===== config.mk =====
export PLATFORM = sky130hd
export DESIGN_NAME = hbpd_top
export DESIGN_NICKNAME = d
export VERILOG_FILES = /design/src/shared/hbpd_pkg.sv /design/src/hdl/hbpd_reg_track.sv /design/src/hdl/hbpd_top.sv
export SDC_FILE = /design/constraint.sdc
export NUM_CORES = 1
export LEC_CHECK = 0
export BUFFER_PORTS_ARGS = -buffer_cell sky130_fd_sc_hd__buf_2
export CAP_MARGIN = 20
export CELL_PAD_IN_SITES_DETAIL_PLACEMENT = 0
export CELL_PAD_IN_SITES_GLOBAL_PLACEMENT = 1
export CORE_MARGIN = 4
export CORE_UTILIZATION = 50
export DETAILED_ROUTE_END_ITERATION = 10
export PLACE_DENSITY_LB_ADDON = 0.1
export RECOVER_POWER = 100
export SLEW_MARGIN = 30
export SYNTH_ARGS = -nofsm -noshare
export SYNTH_HDL_FRONTEND = slang
export SYNTH_HIERARCHICAL = 1
export SYNTH_SLANG_ARGS = --single-unit

===== constraint.sdc =====
create_clock -name clock_in -period 5 [get_ports clock_in]
set_input_delay 0.25 -clock clock_in [delete_from_list [all_inputs] [get_ports clock_in]]
set_output_delay 0.25 -clock clock_in [all_outputs]
set_load 0.1 [all_outputs]

===== src/shared/hbpd_pkg.sv =====
package hbpd_pkg;
    // sizes
    localparam int NUM_HB = 3;   // half-bridges
    localparam int CODE_W = 6;   // gate current code width
    localparam int DLY_W = 6;    // delay code width
    localparam int ADDR_W = 3;   // register address width
    localparam int DATA_W = 32;  // register data width
    localparam int CNT_W = 4;    // regulation counter width
    localparam int TMR_W = 8;    // blanking timer width
    // timing, clock period and blanking windows in ns
    localparam int CLK_PERIOD_NS = 10;
    localparam int FW_BLANK_NS = 500;
    localparam int ACT_BLANK_NS = 500;
    localparam int FW_TIMEOUT_NS = 2000;
    // least times round up, the timeout (longest) rounds down
    localparam int FW_BLANK_CYC = (FW_BLANK_NS + CLK_PERIOD_NS - 1) / CLK_PERIOD_NS;
    localparam int ACT_BLANK_CYC = (ACT_BLANK_NS + CLK_PERIOD_NS - 1) / CLK_PERIOD_NS;
    localparam int FW_TIMEOUT_CYC = FW_TIMEOUT_NS / CLK_PERIOD_NS;
    // regulation thresholds
    localparam int MATCH_MIN = 8;
    localparam int ALT_MIN = 3;
    // gate current code range, 64 steps from 0.5 mA to 150 mA
    localparam int CUR_STEPS = 64;
    localparam int CUR_MIN_UA = 500;
    localparam int CUR_MAX_UA = 150000;
    localparam logic [CODE_W-1:0] CODE_LOWEST = 6'h00;
    // register offsets
    localparam logic [ADDR_W-1:0] REG_CTRL = 3'h0;
    localparam logic [ADDR_W-1:0] REG_TON = 3'h1;
    localparam logic [ADDR_W-1:0] REG_TOFF = 3'h2;
    localparam logic [ADDR_W-1:0] REG_CHG = 3'h3;
    localparam logic [ADDR_W-1:0] REG_PCHG = 3'h4;
    localparam logic [ADDR_W-1:0] REG_STATUS = 3'h5;
    // control field positions
    localparam int CNT_SEL_BIT = 0;
    localparam int DET_EN_BIT = 1;
    localparam int SCHEME_LSB = 2;
    localparam int POST_DIS_BIT = 4;
    localparam int PWM_EN_LSB = 5;
    localparam int DRIVE_LSB = 8;
    // reset values
    localparam logic [DATA_W-1:0] CTRL_RST = 32'h0000_0000;
    localparam logic [NUM_HB*DLY_W-1:0] DLY_RST = 18'h00000;
    localparam logic [NUM_HB*CODE_W-1:0] CODE_RST = 18'h00000;
    // drive select encodings
    localparam logic [1:0] DRV_PASSIVE_OFF = 2'h0;
    localparam logic [1:0] DRV_LS_PWM = 2'h1;
    localparam logic [1:0] DRV_HS_PWM = 2'h2;
    localparam logic [1:0] DRV_ACTIVE_OFF = 2'h3;
    // per half-bridge sequencer state
    typedef enum logic [1:0] {SEQ_OFF, SEQ_HS, SEQ_LS} hbpd_seq_t;
    // gate command bundle of one half-bridge
    typedef struct packed {
        logic hs;        // high-side gate on
        logic ls;        // low-side gate on
        logic hold_off;  // both gates actively held off
        logic hard_off;  // discharge freewheel gate with hard current
    } hbpd_gate_t;
    // register bus request
    typedef struct packed {
        logic wr;
        logic rd;
        logic [ADDR_W-1:0] addr;
        logic [DATA_W-1:0] wdata;
    } hbpd_bus_t;
endpackage


===== src/hdl/hbpd_reg_track.sv =====
module hbpd_reg_track (
    input wire logic clock_in,
    input wire logic reset_n_in,
    input wire logic strobe_in,
    input wire logic adaptive_in,
    input wire logic [hbpd_pkg::DLY_W-1:0] meas_on_in,
    input wire logic [hbpd_pkg::DLY_W-1:0] meas_off_in,
    input wire logic [hbpd_pkg::DLY_W-1:0] tgt_on_in,
    input wire logic [hbpd_pkg::DLY_W-1:0] tgt_off_in,
    output logic flag_out
);
    import hbpd_pkg::*;
    // all tracker state
    typedef struct packed {
        logic [CNT_W-1:0] on_cnt;   // turn-on match counter
        logic [CNT_W-1:0] off_cnt;  // turn-off match counter
        logic [1:0] on_alt;         // turn-on sign changes in a row
        logic [1:0] off_alt;        // turn-off sign changes in a row
        logic on_sign;              // last nonzero turn-on error above target
        logic off_sign;
        logic on_seen;              // a nonzero error has been seen
        logic off_seen;
        logic flag;
    } hbpd_trk_t;
    hbpd_trk_t s, next_s;

    // count one pwm cycle per strobe
    always_comb begin
        next_s = s;
        if (strobe_in) begin
            if (meas_on_in == tgt_on_in) begin
                if (s.on_cnt != '1) next_s.on_cnt = s.on_cnt + 1'b1;
            end else if (s.on_cnt != '0) begin
                next_s.on_cnt = s.on_cnt - 1'b1;
            end
            if (meas_off_in == tgt_off_in) begin
                if (s.off_cnt != '1) next_s.off_cnt = s.off_cnt + 1'b1;
            end else if (s.off_cnt != '0) begin
                next_s.off_cnt = s.off_cnt - 1'b1;
            end
            // sign changes of the turn-on error
            if (meas_on_in == tgt_on_in) begin
                next_s.on_alt = 2'h0;
            end else begin
                next_s.on_seen = 1'b1;
                next_s.on_sign = meas_on_in > tgt_on_in;
                if (s.on_seen && (s.on_sign != (meas_on_in > tgt_on_in))) begin
                    if (s.on_alt != 2'h3) next_s.on_alt = s.on_alt + 1'b1;
                end else begin
                    next_s.on_alt = 2'h0;
                end
            end
            // sign changes of the turn-off error
            if (meas_off_in == tgt_off_in) begin
                next_s.off_alt = 2'h0;
            end else begin
                next_s.off_seen = 1'b1;
                next_s.off_sign = meas_off_in > tgt_off_in;
                if (s.off_seen && (s.off_sign != (meas_off_in > tgt_off_in))) begin
                    if (s.off_alt != 2'h3) next_s.off_alt = s.off_alt + 1'b1;
                end else begin
                    next_s.off_alt = 2'h0;
                end
            end
        end
        // either condition; both counters at least eight
        // meaningful only under the adaptive scheme
        next_s.flag = adaptive_in &&
            ((next_s.on_cnt >= CNT_W'(MATCH_MIN) && next_s.off_cnt >= CNT_W'(MATCH_MIN)) ||
             (next_s.on_alt >= 2'(ALT_MIN) && next_s.off_alt >= 2'(ALT_MIN)));
    end

    // state register
    always_ff @(posedge clock_in or negedge reset_n_in) begin
        if (!reset_n_in) begin
            s <= '0;
        end else begin
            s <= next_s;
        end
    end

    assign flag_out = s.flag;
endmodule


===== src/hdl/hbpd_top.sv =====
// Function
// - pins one/two decode high/low gates of bridge one
// - pins three/four decode bridge two, both high off
// - pins five/six decode bridge three, both high off
// - freewheel low side off before high side on
// - late edge in timeout gives hard turn-off
// - high-side edge withheld until freewheel blank ends
// - low-side edge withheld until active blank ends
// - detection off, high-side select means high active
// - detection on, detected high side is active
// - active high side off before low side on
// - regulation flag per bridge, adaptive scheme only
// - regulated when match or alternation condition holds
// - match needs both delay counters at least eight
// - turn-on counter up on match, else down
// - turn-off counter up on match, else down
// - three consecutive sign changes of both errors mean regulated
// - gate current code has sixty-four steps
// - charge and precharge codes share one encoding
// - six-input mode needs count select and enable
// - select 00 passive off, 11 active off
// - short pulses keep the opposite transistor off
//
// The strobed register port and the register offsets were left to the implementer.
module hbpd_top (
    input wire logic clock_in,
    input wire logic reset_n_in,
    input wire logic [5:0] pwm_in,
    input wire logic [2:0] active_hs_detected_in,
    input wire logic [2:0] measure_strobe_in,
    input wire logic [2:0][hbpd_pkg::DLY_W-1:0] measured_turnon_delay_in,
    input wire logic [2:0][hbpd_pkg::DLY_W-1:0] measured_turnoff_delay_in,
    input wire hbpd_pkg::hbpd_bus_t bus_in,
    output logic [hbpd_pkg::DATA_W-1:0] rdata_out,
    output hbpd_pkg::hbpd_gate_t [2:0] gates_out,
    output logic [2:0][hbpd_pkg::CODE_W-1:0] charge_current_code_out,
    output logic [2:0][hbpd_pkg::CODE_W-1:0] initial_precharge_code_out,
    output logic [2:0] delay_regulated_flag_out
);
    import hbpd_pkg::*;

    // all state of the block
    typedef struct packed {
        logic [5:0] sync1;                   // first synchroniser stage
        logic [5:0] sync2;                   // second stage, decode input
        logic [DATA_W-1:0] ctrl;             // mode and enables
        logic [NUM_HB*DLY_W-1:0] ton;        // target turn-on delays
        logic [NUM_HB*DLY_W-1:0] toff;       // target turn-off delays
        logic [NUM_HB*CODE_W-1:0] chg;       // charge current codes
        logic [NUM_HB*CODE_W-1:0] pchg;      // initial precharge codes
        logic [DATA_W-1:0] rdata;            // read answer
        hbpd_seq_t [2:0] seq;                // sequencer per bridge
        logic [2:0][TMR_W-1:0] tmr;          // cycles since gates went off
        hbpd_gate_t [2:0] gate;              // registered gate commands
    } hbpd_top_t;
    hbpd_top_t s, next_s;

    logic [2:0] reg_flag;  // regulation flags from the trackers
    logic cnt_sel;         // six-input mode selected
    logic det_en;          // active/freewheel detection on
    logic [1:0] scheme;    // gate control scheme
    logic seqd;            // break-before-make sequencing active
    logic adaptive;        // adaptive scheme, 10 or 11

    // control fields
    assign cnt_sel = s.ctrl[CNT_SEL_BIT];
    assign det_en = s.ctrl[DET_EN_BIT];
    assign scheme = s.ctrl[SCHEME_LSB +: 2];
    // sequencing needs scheme 01/10 and postcharge enabled
    assign seqd = (scheme == 2'h1 || scheme == 2'h2) && !s.ctrl[POST_DIS_BIT];
    assign adaptive = scheme[1];

    // next-state logic for bus, synchroniser and sequencers
    always_comb begin
        logic [1:0] drv;
        logic en;
        logic want_hs;
        logic want_ls;
        logic act_hs;
        logic [TMR_W-1:0] blank_hs;
        logic [TMR_W-1:0] blank_ls;
        drv = 2'h0;
        en = 1'b0;
        want_hs = 1'b0;
        want_ls = 1'b0;
        act_hs = 1'b0;
        blank_hs = '0;
        blank_ls = '0;
        next_s = s;
        // two-stage synchroniser, only stage two is decoded
        next_s.sync1 = pwm_in;
        next_s.sync2 = s.sync1;

        // register writes
        if (bus_in.wr) begin
            case (bus_in.addr)
                REG_CTRL: next_s.ctrl = bus_in.wdata;
                REG_TON: next_s.ton = bus_in.wdata[NUM_HB*DLY_W-1:0];
                REG_TOFF: next_s.toff = bus_in.wdata[NUM_HB*DLY_W-1:0];
                REG_CHG: next_s.chg = bus_in.wdata[NUM_HB*CODE_W-1:0];
                REG_PCHG: next_s.pchg = bus_in.wdata[NUM_HB*CODE_W-1:0];
                default: next_s.ctrl = s.ctrl;  // status and holes ignore writes
            endcase
        end
        // read answer stands for one cycle only
        next_s.rdata = '0;
        if (bus_in.rd) begin
            case (bus_in.addr)
                REG_CTRL: next_s.rdata = s.ctrl;
                REG_TON: next_s.rdata = DATA_W'(s.ton);
                REG_TOFF: next_s.rdata = DATA_W'(s.toff);
                REG_CHG: next_s.rdata = DATA_W'(s.chg);
                REG_PCHG: next_s.rdata = DATA_W'(s.pchg);
                // regulation flags readable with gate state
                REG_STATUS: begin
                    next_s.rdata = DATA_W'({s.gate[2].ls, s.gate[1].ls, s.gate[0].ls,
                                            s.gate[2].hs, s.gate[1].hs, s.gate[0].hs, reg_flag});
                end
                default: next_s.rdata = '0;  // unmapped reads as zero
            endcase
        end

        // one sequencer per half-bridge
        for (int i = 0; i < NUM_HB; i++) begin
            drv = s.ctrl[DRIVE_LSB + 2*i +: 2];
            // six-input operation needs count select and enable
            en = cnt_sel && s.ctrl[PWM_EN_LSB + i] && (drv == DRV_LS_PWM || drv == DRV_HS_PWM);
            // decode pair, both high means both off
            want_hs = en && s.sync2[2*i] && !s.sync2[2*i+1];
            want_ls = en && s.sync2[2*i+1] && !s.sync2[2*i];
            // choose which side is the active transistor
            act_hs = det_en ? active_hs_detected_in[i] : (drv == DRV_HS_PWM);
            // active turn-on waits freewheel blank, else active blank
            blank_hs = act_hs ? TMR_W'(FW_BLANK_CYC) : TMR_W'(ACT_BLANK_CYC);
            blank_ls = act_hs ? TMR_W'(ACT_BLANK_CYC) : TMR_W'(FW_BLANK_CYC);
            if (s.tmr[i] != '1) begin
                next_s.tmr[i] = s.tmr[i] + 1'b1;
            end
            next_s.gate[i].hard_off = 1'b0;
            case (s.seq[i])
                SEQ_OFF: begin
                    // freewheel side is already off in this state
                    if (want_hs && (!seqd || s.tmr[i] >= blank_hs)) begin
                        next_s.seq[i] = SEQ_HS;
                        // active edge inside the timeout discharges hard
                        next_s.gate[i].hard_off = seqd && act_hs && s.tmr[i] < TMR_W'(FW_TIMEOUT_CYC);
                    // active side was turned off before this
                    end else if (want_ls && (!seqd || s.tmr[i] >= blank_ls)) begin
                        next_s.seq[i] = SEQ_LS;
                        next_s.gate[i].hard_off = seqd && !act_hs && s.tmr[i] < TMR_W'(FW_TIMEOUT_CYC);
                    end
                end
                SEQ_HS: begin
                    // any other request only turns this gate off
                    if (!want_hs) begin
                        next_s.seq[i] = SEQ_OFF;
                        next_s.tmr[i] = '0;
                    end
                end
                SEQ_LS: begin
                    if (!want_ls) begin
                        next_s.seq[i] = SEQ_OFF;
                        next_s.tmr[i] = '0;
                    end
                end
                default: begin
                    next_s.seq[i] = SEQ_OFF;
                    next_s.tmr[i] = '0;
                end
            endcase
            // gates follow the sequencer; never both on at once
            next_s.gate[i].hs = (next_s.seq[i] == SEQ_HS);
            next_s.gate[i].ls = (next_s.seq[i] == SEQ_LS);
            // select 11 holds both off actively, 00 leaves it passive
            next_s.gate[i].hold_off = cnt_sel && (drv == DRV_ACTIVE_OFF);
        end
    end

    // state register
    always_ff @(posedge clock_in or negedge reset_n_in) begin
        if (!reset_n_in) begin
            s <= '{sync1: '0, sync2: '0, ctrl: CTRL_RST, ton: DLY_RST, toff: DLY_RST,
                   chg: CODE_RST, pchg: CODE_RST, rdata: '0, seq: '{SEQ_OFF, SEQ_OFF, SEQ_OFF},
                   tmr: '0, gate: '0};
        end else begin
            s <= next_s;
        end
    end

    // regulation trackers, one per bridge
    genvar g;
    generate
        for (g = 0; g < NUM_HB; g++) begin : g_trk
            hbpd_reg_track u_trk (
                .clock_in(clock_in),
                .reset_n_in(reset_n_in),
                .strobe_in(measure_strobe_in[g]),
                .adaptive_in(adaptive),
                .meas_on_in(measured_turnon_delay_in[g]),
                .meas_off_in(measured_turnoff_delay_in[g]),
                .tgt_on_in(s.ton[g*DLY_W +: DLY_W]),
                .tgt_off_in(s.toff[g*DLY_W +: DLY_W]),
                .flag_out(reg_flag[g])
            );
            // codes pass out unchanged, lowest code lowest current
            assign charge_current_code_out[g] = s.chg[g*CODE_W +: CODE_W];
            assign initial_precharge_code_out[g] = s.pchg[g*CODE_W +: CODE_W];
        end
    endgenerate

    // outputs straight from flops
    assign rdata_out = s.rdata;
    assign gates_out = s.gate;
    assign delay_regulated_flag_out = reg_flag;

    generate
        for (g = 0; g < NUM_HB; g++) begin : g_chk

        end
    endgenerate
endmodule


==> key figures, run 1 <==
Critical path
  – R2R Setup Slk: around 2.6 ns
  – Worst R2R Start: s[138]
  – Critical path origin: bus_in[32]
  – CP required: around 5.4 ns
  – End of the worst register-to-register path: g_trk[1].u_trk/flag_out
  – Crit. End Element: flip-flop
  – Critical Path Sink: s[131]
  – Largest stage delay, worst path: about 1.5 ns
  – Crit path top cell by count: clkbuf_1
  – Slowest-stage cell, CP: clkbuf_1
  – CP Cell Sequence: clkbuf_1, nor3b_1, clkbuf_1, mux2_2
  – Setup Crit Path Kind: primary input to flip-flop
  – CP Data Arrival Time: around 3.7 ns
  – Crit Path Max Fanout: 49
  – Crit path launch type: primary input
  – R2R depth: 7

STA
  – Clock skew: approximately 0.012 ns
  – Setup TNS: 0 ns
  – Least-Margin Pin Slew: around 2.1 ns
  – Fmax: a little over 0.3 GHz
  – Slew HR: -43.38%
  – RSZ-0062 raised after global routing: no
  – Final setup violating endpoints: 0
  – Period utilization: about two thirds
  – Slew Limit Fails: 118
  – Min Tclk post-route: roughly 3.2 ns
  – Final Hold Viols: 0

Global routing
  – GR Util met3: 3.913%
  – Grt ovf: 0
  – Vias in the first global route: approximately 9000
  – Met1 usage: 29.98%
  – Top Usage Layer GRT: met2
  – First-pass GRT wire length: 49760 µm
  – Initial antenna violation count: 5
  – Largest net degree at the start of global routing: ~170
  – GR Util met2: between 30% and 40%
  – GRT Util Overall: 21.43%

Cells and area
  – Footprint of the multi-input gates: slightly below 6000 µm²
  – Commonest non-fill, non-tap cell in the layout: dfrtp_1
  – Area grow syn2layout: 11.77%
  – Filler instances: around 2300
  – Commonest non-fill, non-tap cells in the layout: dfrtp_1 (241), mux2_2 (105), clkbuf_1 (88)
  – Register area: 6031 µm²
  – Final std cells w/o fill: 1669
  – Ratio of cells with drive above 1 in the final layout: 19.36%
  – Fin nets: between 1000 and 1500

Yosys
  – FF+latch count, synth: between 200 and 250
  – Cell variety after synth: 64
  – Syn nets: 1364
  – Post-Synth Adder-Cell Area: 5.770%
  – Xor/xnor share of the synthesized area: less than 1%
  – Post-synth EDFFs: 0
  – Post-synth top flop: dfrtp_1
  – Compound-Gate Fraction of Synth Area: around an eighth
  – Synth top area share: ~46%
  – Synth top area cells: dfrtp_1 (46%), mux2_2 (9.3%), ha_1 (5.8%)
  – Largest area contributor in the netlist: dfrtp_1
  – Avg Synthesized Cell Area: about 11 µm²
  – Share of flip-flops with an asynchronous set or reset: 100.0%
  – Largest family of logic cells by synthesized area: simple AND/OR/NAND/NOR gates
  – Cells after Synth: around 1200
  – YS warnings: 6
  – Post-Synth Simple-Gate Area: approximately 14%
  – Mux share of post-synthesis cell area: between 10% and 20%
  – Post-Syn Area: 13010 µm²
  – Sequential area share after synthesis: a little under half

CTS
  – CTS Sinks: 241
  – Reg clk slew, reported paths: 0.06 ns
  – Root buf cell: clkbuf_16
  – CTS resizes: 0
  – H-tree depth: 1
  – TritonCTS clock tree: yes
  – Hold Buf Count CTS: 21
  – Longest Clk Path Bufs: 3
  – Buffer count from post-CTS setup fixing: 0
  – Total CTS buffers: 27
  – Worst skew pair latency: between 0.5 and 0.6 ns

Route
  – Routed WL: 30940 µm
  – Post-route antenna net violation count: 0
  – Routed length per instance: ~19 µm
  – Initial DRC Count: a little over 500
  – Vias per Instance: between 5 and 6
  – Pre-antenna DRT Iters: 5
  – DR vias: 9205
  – DRC: 0

Die
  – Area of the core: roughly 25000 µm²
  – Die Ht: 169.3 µm
  – Initial Util: 51.22%
  – Die area: between 20000 and 30000 µm²
  – # IOs: 170
  – Num rows: 58
  – Die width: about 170 µm

Placement
  – Buffers added on ports: roughly 170
  – Dpl hpwl: 22210 µm
  – Placed insts: approximately 1600
  – GP Congestion: between 0.8 and 0.9

Worst hold path
  – Worst Hold Class: primary input to flip-flop

Job
  – Max Cap Violations: 4

Pwr
  – Power, Total: about 7.6 mW
  – Pwr per Cell Area: 522.3 nW/µm²
  – VDD IR max: a little over 0.0003 V
  – LEAKAGE: 6.646 nW

Outcome
  – Status: finished with violations
  – Failing checks: max-capacitance violations, max-slew violations
## synthesized netlist by cell type, types with 4 or more instances
library cell / n
o211ai_1: 9
nand2_1: 63
mux2i_1: 34
a31oi_1: 19
inv_1: 72
and2_1: 26
nor2_1: 51
o22ai_1: 6
nand2b_1: 20
nor2b_1: 16
a32o_1: 6
clkbuf_1: 18
a22oi_1: 10
and3_1: 25
o21ai_0: 52
nor3b_1: 4
a22o_1: 6
a211oi_1: 26
nand4_2: 4
or4_4: 4
buf_2: 17
dfrtp_1: 241
a311oi_1: 7
o31ai_1: 6
o2111ai_1: 6
mux2_2: 108
xnor2_1: 10
a21oi_1: 38
nand3_1: 29
a21o_1: 8
o41ai_1: 8
ha_1: 60
buf_4: 88
o21a_1: 18
nor3_1: 36
and3_2: 4
## cell families after synthesis
family / after synthesis
fa+ha+maj: 60
flops: 241
compound gates: 243
buf+inv: 198
mux: 143
xor+xnor: 10
simple gates: 322
## report_power, final
part	internal (mW)	leakage [nW]	switching, mW	total (mW)
clock network	1.34	0.469	0.798	2.14
registers	2.43	2.97	0.513	2.94
logic	0.896	3.21	1.62	2.52
total	4.66	6.65	2.93	7.60
## sequential cells by signal, summed over array words and instances (netlist names)
register                    cells
s                             101
initial_precharge_code_out     18
g_trk.u_trk/flag_out            3
adaptive                        1
next_s                          6
charge_current_code_out        18
rdata_out                      32
det_en                          1
cnt_sel                         1
g_trk.u_trk/s                  48
gates_out                      12
## critical path, delay by kind of cell
kind / cells / cell delay [ns]
multiplexers: 1 / 0.41
AND/OR/NAND/NOR: 1 / 0.83
buffers and inverters: 2 / 2.11
## area by class of cell
type	count	share of cell area, %
multi-input combinational	778	40.00
clock buffer	32	4.982
tap	330	2.839
timing repair buffer	196	7.090
inverter	75	1.936
sequential	241	41.47
antenna	1	0.01721
clock inverter	16	1.661
## metrics by stage
step                      utilization [%]  area, µm²  hold WS [ns]  setup WS (ns)
after floorplan                         -      13010      -0.04559          2.923
after global placement              53.23      13520        0.2544          2.646
after detailed placement            53.27      13530        0.2568          2.568
after CTS                           57.90      14710       0.01011          2.734
after global routing                57.25      14540       0.02675          1.529
final                               57.25      14540       0.03490          1.754
## worst min-delay path by stage
stage	startpoint	end	depth (start not counted)
after floorplan	reset_n_in	adaptive	0
after global placement	reset_n_in	g_trk[1].u_trk/s[9]	1
after detailed placement	reset_n_in	g_trk[1].u_trk/s[9]	1
after CTS	bus_in[5]	s[115]	2
after global routing	bus_in[5]	s[115]	2
final	bus_in[12]	s[158]	3
## layer usage
layer	wire, µm	vias up	part of all wire [%]
li1	-	4490	-
met1	14180	4486	46
met2	14590	177	47
met3	1489	44	4.8
met4	629	8	2.0
met5	48	-	0.16
No activity file was read; power rests on OpenSTA's default activity.
==> inputs of run 2 (changes only) <==
--- a/config.mk
+++ b/config.mk
@@ -10,7 +10,7 @@
 export CELL_PAD_IN_SITES_DETAIL_PLACEMENT = 0
 export CELL_PAD_IN_SITES_GLOBAL_PLACEMENT = 1
 export CORE_MARGIN = 4
-export CORE_UTILIZATION = 50
+export CORE_UTILIZATION = 46
 export DETAILED_ROUTE_END_ITERATION = 10
 export PLACE_DENSITY_LB_ADDON = 0.1
 export RECOVER_POWER = 100
==> constraint.sdc (replaced) <==
create_clock -name clock_in -period 3.4 [get_ports clock_in]
set_input_delay 0.17 -clock clock_in [delete_from_list [all_inputs] [get_ports clock_in]]
set_output_delay 0.17 -clock clock_in [all_outputs]
set_load 0.1 [all_outputs]
==> key figures, run 2 (synthesized netlist as in run 1, its figures left out) <==
Placement
  – GP Congestion: between 0.8 and 0.9
  – Place WS: about 1.2 ns
  – Dpl hpwl: ~24000 µm
  – Buffers added on ports: roughly 170

Critical path
  – Crit path launch type: primary input
  – Setup Crit Path Kind: primary input to flip-flop
  – CP Data Arrival Time: 3.08 ns
  – End of the worst register-to-register path: g_trk[0].u_trk/flag_out
  – R2R depth: 7
  – Slowest-stage cell, CP: nand4b_1
  – R2R Setup Slk: 1.05 ns
  – Worst R2R Start: s[133]
  – CP Cell Sequence: clkbuf_1, clkbuf_2, nand4b_1, mux2_2
  – Crit. End Element: flip-flop
  – Crit Path Max Fanout: 47
  – Largest stage delay, worst path: 1.24 ns
  – CP required: ~3.8 ns

Pwr
  – Clock power frac: 27.8%
  – Sw Pwr: between 4 and 5 mW
  – Reg power frac: 38.8%
  – LEAKAGE: between 6 and 7 nW
  – Cell Int Power: 6.800 mW
  – VDD IR max: 0.0003825 V
  – Pwr per Cell Area: between 700 and 800 nW/µm²
  – Combinational power share: 33.4%
  – Switching portion of total power: 38.94%

Route
  – Met2 wire length: roughly 15000 µm
  – Vias per Instance: approximately 5.4
  – Pre-antenna DRT Iters: 5
  – Routed WL: 32610 µm
  – Routed length per instance: around 19 µm
  – DRC: 0
  – Metal3 WL: approximately 1300 µm
  – Post-route antenna net violation count: 0
  – WL met1: roughly 15000 µm
  – Initial DRC Count: 360
  – Max Used Layer: met5
  – DR vias: about 9400

STA
  – Min Tclk post-route: roughly 2.7 ns
  – Slew HR: -39.61%
  – Worst setup margin: ~0.73 ns
  – Slew Limit Fails: ~110
  – Final Hold Viols: 0
  – Clock skew: a little under 0.007 ns
  – Final setup violating endpoints: 0
  – Setup TNS: 0 ns
  – Least-Margin Pin Slew: between 2 and 2.5 ns
  – Fmax: about 0.37 GHz
  – RSZ-0062 raised after global routing: no
  – Period utilization: about 78%

Cells and area
  – Largest register by flop count: s
  – Commonest non-fill, non-tap cell in the layout: dfrtp_1
  – Area grow syn2layout: 13.50%
  – Max FFs per register: between 100 and 150
  – Ant diodes: 0
  – Fin nets: 1495
  – Commonest non-fill, non-tap cells in the layout: dfrtp_1 (241), mux2_2 (104), clkbuf_1 (101)
  – Ratio of cells with drive above 1 in the final layout: about 19%

Die
  – Die area: approximately 31000 µm²
  – # IOs: 170
  – Die Ht: 176.2 µm
  – Area of the core: between 20000 and 30000 µm²
  – Die width: 176.2 µm
  – Initial Util: between 40% and 50%
  – Num rows: between 60 and 70

Global routing
  – Grt ovf: 0
  – Vias in the first global route: between 9000 and 10000
  – Initial antenna violation count: 3
  – GRT Util Overall: about a fifth
  – First-pass GRT wire length: just over 50000 µm
  – Largest net degree at the start of global routing: 97

CTS
  – Buffer count from post-CTS setup fixing: 0
  – CTS Sinks: about 240
  – Root buf cell: clkbuf_16
  – Reg clk slew, reported paths: about 0.06 ns
  – Longest Clk Path Bufs: 3
  – Total CTS buffers: 28
  – Worst skew pair latency: 0.53 ns
  – TritonCTS clock tree: yes
  – H-tree depth: 1

Outcome
  – Failing checks: max-capacitance violations, max-slew violations
  – Status: finished with violations

Job
  – Max Cap Violations: 4

Worst hold path
  – Hold path cells: 2
  – Worst Hold Class: primary input to flip-flop
  – Hold path startpoint: measure_strobe_in[0]
  – Hold endpoint: g_trk[0].u_trk/s[16]
## run 2: cell types whose count changed in the layout (fill, tap and decap cells not counted), moves of 2 or more
| cell | delta |
|---|---|
| and2_0 | -6 |
| and2_1 | +6 |
| bufinv_16 | -3 |
| clkbuf_1 | +13 |
| clkbuf_16 | +2 |
| clkbuf_8 | +3 |
| clkinv_2 | -2 |
| clkinvlp_4 | -2 |
| dlygate4sd3_1 | +19 |
| nor2_1 | -2 |
| nor2_2 | +2 |
## run 2: worst max-delay path, delay by kind of cell
kind,cells,cell delay (ns)
mux,1,0.68
simple gates,1,1.24
buf+inv,2,0.97
## run 2: what timing repair did
action                    in CTS  in global routing
resized for setup              0                  0
hold buffers                  40                  0
hold endpoints to repair     201                  0
## run 2: area by class of cell
| type | count | area (µm²) |
|---|---|---|
| clock inverter | 8 | 117.6 |
| multi-input combinational | 778 | 5798 |
| tap | 378 | 473.0 |
| sequential | 241 | 6031 |
| inverter | 75 | 281.5 |
| clock buffer | 41 | 830.8 |
| fill | 2625 | 13090 |
| timing repair buffer | 224 | 1235 |
## run 2: worst max-delay path by stage
stage / end / slack (ns) / startpoint / cells past startpoint
4_1_cts: s[14] / 1.18 / s[155] / 5
2_1_floorplan: g_trk[2].u_trk/flag_out / 1.32 / s[145] / 7
5_1_grt: s[172] / 0.56 / reset_n_in / 3
6_report: charge_current_code_out[14] / 0.73 / bus_in[32] / 4
3_3_place_gp: s[16] / 1.22 / s[155] / 5
3_5_place_dp: g_trk[0].u_trk/flag_out / 1.19 / s[133] / 7
## run 2: stage by stage
stage / cells / hold slack, ns / total power, mW / util [%] / area, µm²
3_5_place_dp: 1656 / 0.2506 / 8.157 / 49.02 / 13660
2_1_floorplan: 1217 / -0.1256 / 7.419 / - / 13010
4_1_cts: 1745 / 0.001741 / 11.36 / 53.86 / 15000
6_report: 1745 / 0.04186 / 11.14 / 53.01 / 14770
3_3_place_gp: 1656 / 0.2494 / 8.100 / 49.02 / 13660
5_1_grt: 1745 / 0.01415 / 11.84 / 53.01 / 14770
## run 2: metal layers
metal	vias to the layer above	track usage [%]
met5	-	0
met4	6	5.588
met2	167	33.00
met1	4580	29.93
met3	58	3.383
li1	4546	-
## run 2: power by group through the flow
stage	sequential, mW	clock [mW]	combinational [mW]
3_3_place_gp	4.35	0	3.75
5_1_grt	4.44	3.29	4.11
4_1_cts	4.32	3.19	3.85
2_1_floorplan	4.16	0	3.26
3_5_place_dp	4.36	0	3.79
6_report	4.32	3.09	3.72
==> inputs of run 3 (changes only) <==
--- a/config.mk
+++ b/config.mk
@@ -5,12 +5,13 @@
 export SDC_FILE = /design/constraint.sdc
 export NUM_CORES = 1
 export LEC_CHECK = 0
+export ABC_AREA = 1
 export BUFFER_PORTS_ARGS = -buffer_cell sky130_fd_sc_hd__buf_2
 export CAP_MARGIN = 20
 export CELL_PAD_IN_SITES_DETAIL_PLACEMENT = 0
 export CELL_PAD_IN_SITES_GLOBAL_PLACEMENT = 1
 export CORE_MARGIN = 4
-export CORE_UTILIZATION = 46
+export CORE_UTILIZATION = 39
 export DETAILED_ROUTE_END_ITERATION = 10
 export PLACE_DENSITY_LB_ADDON = 0.1
 export RECOVER_POWER = 100
==> constraint.sdc (replaced) <==
create_clock -name clock_in -period 2.2 [get_ports clock_in]
set_input_delay 0.11 -clock clock_in [delete_from_list [all_inputs] [get_ports clock_in]]
set_output_delay 0.11 -clock clock_in [all_outputs]
set_load 0.1 [all_outputs]
==> key figures, run 3 <==
Yosys
  – Sequential area share after synthesis: approximately 46%
  – Syn nets: 1773
  – Post-Syn Area: between 10000 and 15000 µm²
  – Synth top area cells: dfrtp_1 (46%), nand2_1 (12%), inv_1 (6.6%)
  – YS warnings: 6
  – Most common cell in the netlist: nand2_1
  – Avg Synthesized Cell Area: between 8 and 9 µm²
  – Post-synth top flop: dfrtp_1
  – Post-synth EDFFs: 0
  – Synth top area share: a little under half
  – Cell variety after synth: 38
  – Share of flip-flops with an asynchronous set or reset: between 90% and 100%
  – Synth top cells by count: nand2_1 (410), dfrtp_1 (241), inv_1 (233)
  – Largest area contributor in the netlist: dfrtp_1
  – FF+latch count, synth: 241
  – Cells after Synth: between 1500 and 2000

STA
  – Final Hold Viols: 0
  – Least-Margin Pin Slew: roughly 1.4 ns
  – Slew HR: between 3 and 4%
  – Slew Limit Fails: 0
  – Period utilization: just under 90%
  – RSZ-0062 raised after global routing: no
  – Fmax: 0.5201 GHz
  – Setup TNS: 0 ns
  – Clock skew: 0.009841 ns
  – Min Tclk post-route: around 1.9 ns
  – Final setup violating endpoints: 0

Die
  – Num rows: 67
  – # IOs: 170
  – Initial Util: ~40%
  – Die Ht: about 190 µm
  – Die width: 191.7 µm
  – Area of the core: approximately 33000 µm²
  – Die area: ~37000 µm²

Global routing
  – Largest net degree at the start of global routing: 65
  – GRT Util Overall: a little under a fifth
  – Initial antenna violation count: 0
  – First-pass GRT wire length: 54830 µm
  – Grt ovf: 0
  – Vias in the first global route: around 10000

Route
  – Initial DRC Count: 560
  – Vias per Instance: roughly 4.6
  – Routed length per instance: about 15 µm
  – DRC: 0
  – Routed WL: roughly 34000 µm
  – Pre-antenna DRT Iters: 6
  – Met2 wire length: 16060 µm
  – DR vias: 10310
  – Metal3 WL: 1587 µm
  – WL met1: 15830 µm
  – Max Used Layer: met4
  – Post-route antenna net violation count: 0

Cells and area
  – Fin nets: approximately 1900
  – Commonest non-fill, non-tap cell in the layout: nand2_1
  – Commonest non-fill, non-tap cells in the layout: nand2_1 (416), dfrtp_1 (241), inv_1 (233)
  – Largest register by flop count: s
  – Max FFs per register: 101
  – Area grow syn2layout: 14.26%
  – Filler instances: 3413
  – Final std cells w/o fill: 2239
  – Ratio of cells with drive above 1 in the final layout: about 12%
  – Ant diodes: 0

Worst hold path
  – Hold path cells: 5
  – Hold endpoint: gates_out[0]
  – Hold path startpoint: active_hs_detected_in[0]
  – Worst Hold Class: primary input to flip-flop

CTS
  – Reg clk slew, reported paths: ~0.060 ns
  – Buffer count from post-CTS setup fixing: 0
  – CTS resizes: 0
  – Root buf cell: clkbuf_16
  – CTS Sinks: 241
  – Worst skew pair latency: 0.54 ns
  – Total CTS buffers: 28
  – H-tree depth: 1
  – TritonCTS clock tree: yes
  – Longest Clk Path Bufs: 3

Critical path
  – Crit-path leading delay family: buffers and inverters
  – R2R Setup Slk: approximately 0.3 ns
  – Setup Crit Path Kind: flip-flop to primary output
  – CP Cell Sequence: clkbuf_1
  – Crit. End Element: primary output
  – End of the worst register-to-register path: g_trk[1].u_trk/flag_out
  – Crit Path Max Fanout: 3
  – CP Data Arrival Time: roughly 1.8 ns
  – Crit path launch type: flip-flop
  – Bufs and invs on worst path: 1
  – Worst R2R Start: s[121]
  – Largest stage delay, worst path: 0.88 ns
  – R2R depth: 13
  – CP required: 2.09 ns
  – Slowest-stage cell, CP: clkbuf_1

Placement
  – GP Congestion: 0.7986
  – Dpl hpwl: 25290 µm
  – Buffers added on ports: 169
  – Placed insts: between 2000 and 2500

Pwr
  – VDD IR max: between 0.0006 and 0.0007 V
  – LEAKAGE: about 8 nW
  – Pwr per Cell Area: approximately 1100 nW/µm²

Job
  – Max Cap Violations: 0

Outcome
  – Status: complete, no violations
[run 3: per-layer routing]
metal | up-vias | GRT usage (%)
met1 | 4768 | 25.36
met2 | 200 | 31.13
li1 | 5286 | -
met4 | 0 | 4.586
met3 | 52 | 3.162
met5 | - | 0
[run 3: kinds of logic (layout without fill, tap and decap cells)]
family	Yosys count	in the layout	share of synthesized area [%]
flops	241	241	45.83
fa+ha+maj	60	60	5.705
buf+inv	357	522	13.05
compound gates	207	207	8.804
mux	2	2	0.1521
xor+xnor	27	27	1.797
simple gates	732	732	24.66
[run 3: final cells by class]
type	instances	area, µm²	area share [%]
clock buffer	37	795.8	5.292
clock inverter	14	147.6	0.9819
inverter	238	895.9	5.958
multi-input combinational	1028	5246	34.89
sequential	241	6031	40.11
tap	448	560.5	3.728
timing repair buffer	233	1360	9.045
[run 3: how the worst max path moves through the flow]
stage | from | to | slack, ns | depth (start not counted)
global route | s[121] | g_trk[1].u_trk/flag_out | 0.09 | 13
global placement | s[121] | g_trk[1].u_trk/flag_out | 0.39 | 13
CTS | s[136] | g_trk[1].u_trk/flag_out | 0.37 | 13
detailed placement | s[139] | g_trk[1].u_trk/flag_out | 0.38 | 13
finish | initial_precharge_code_out[17] | initial_precharge_code_out[17] | 0.28 | 1
floorplan | s[133] | g_trk[0].u_trk/flag_out | 0.60 | 13
[run 3: power by group]
group	internal [mW]	switching, mW
clock	2.88	1.90
sequential	5.42	1.02
combinational	1.77	3.83
[run 3: worst min-delay path, cell delays in order]
cell	delay (ns)
buf_2	0.10
nand2_1	0.09
a21oi_1	0.07
nor2_1	0.08
nor2_1	0.07
[run 3: metrics by stage]
stage / instance area (µm²) / worst slack (ns) / hold WS, ns / util (%) / power, mW
3_3_place_gp: 13940 / 0.3912 / 0.1078 / 41.68 / 12.18
2_1_floorplan: 13160 / 0.5980 / -0.1856 / - / 11.16
6_report: 15040 / 0.2773 / 0.02572 / 44.96 / 16.81
3_5_place_dp: 13940 / 0.3801 / 0.1054 / 41.68 / 12.23
5_1_grt: 15040 / 0.09022 / 0.01815 / 44.96 / 18.08
4_1_cts: 15330 / 0.3671 / 0.003351 / 45.82 / 17.17
[run 3: timing repair]
item                       4_1_cts  5_1_grt
setup endpoints to repair        0        0
hold endpoints to repair       190        0
hold buffers                    44        0
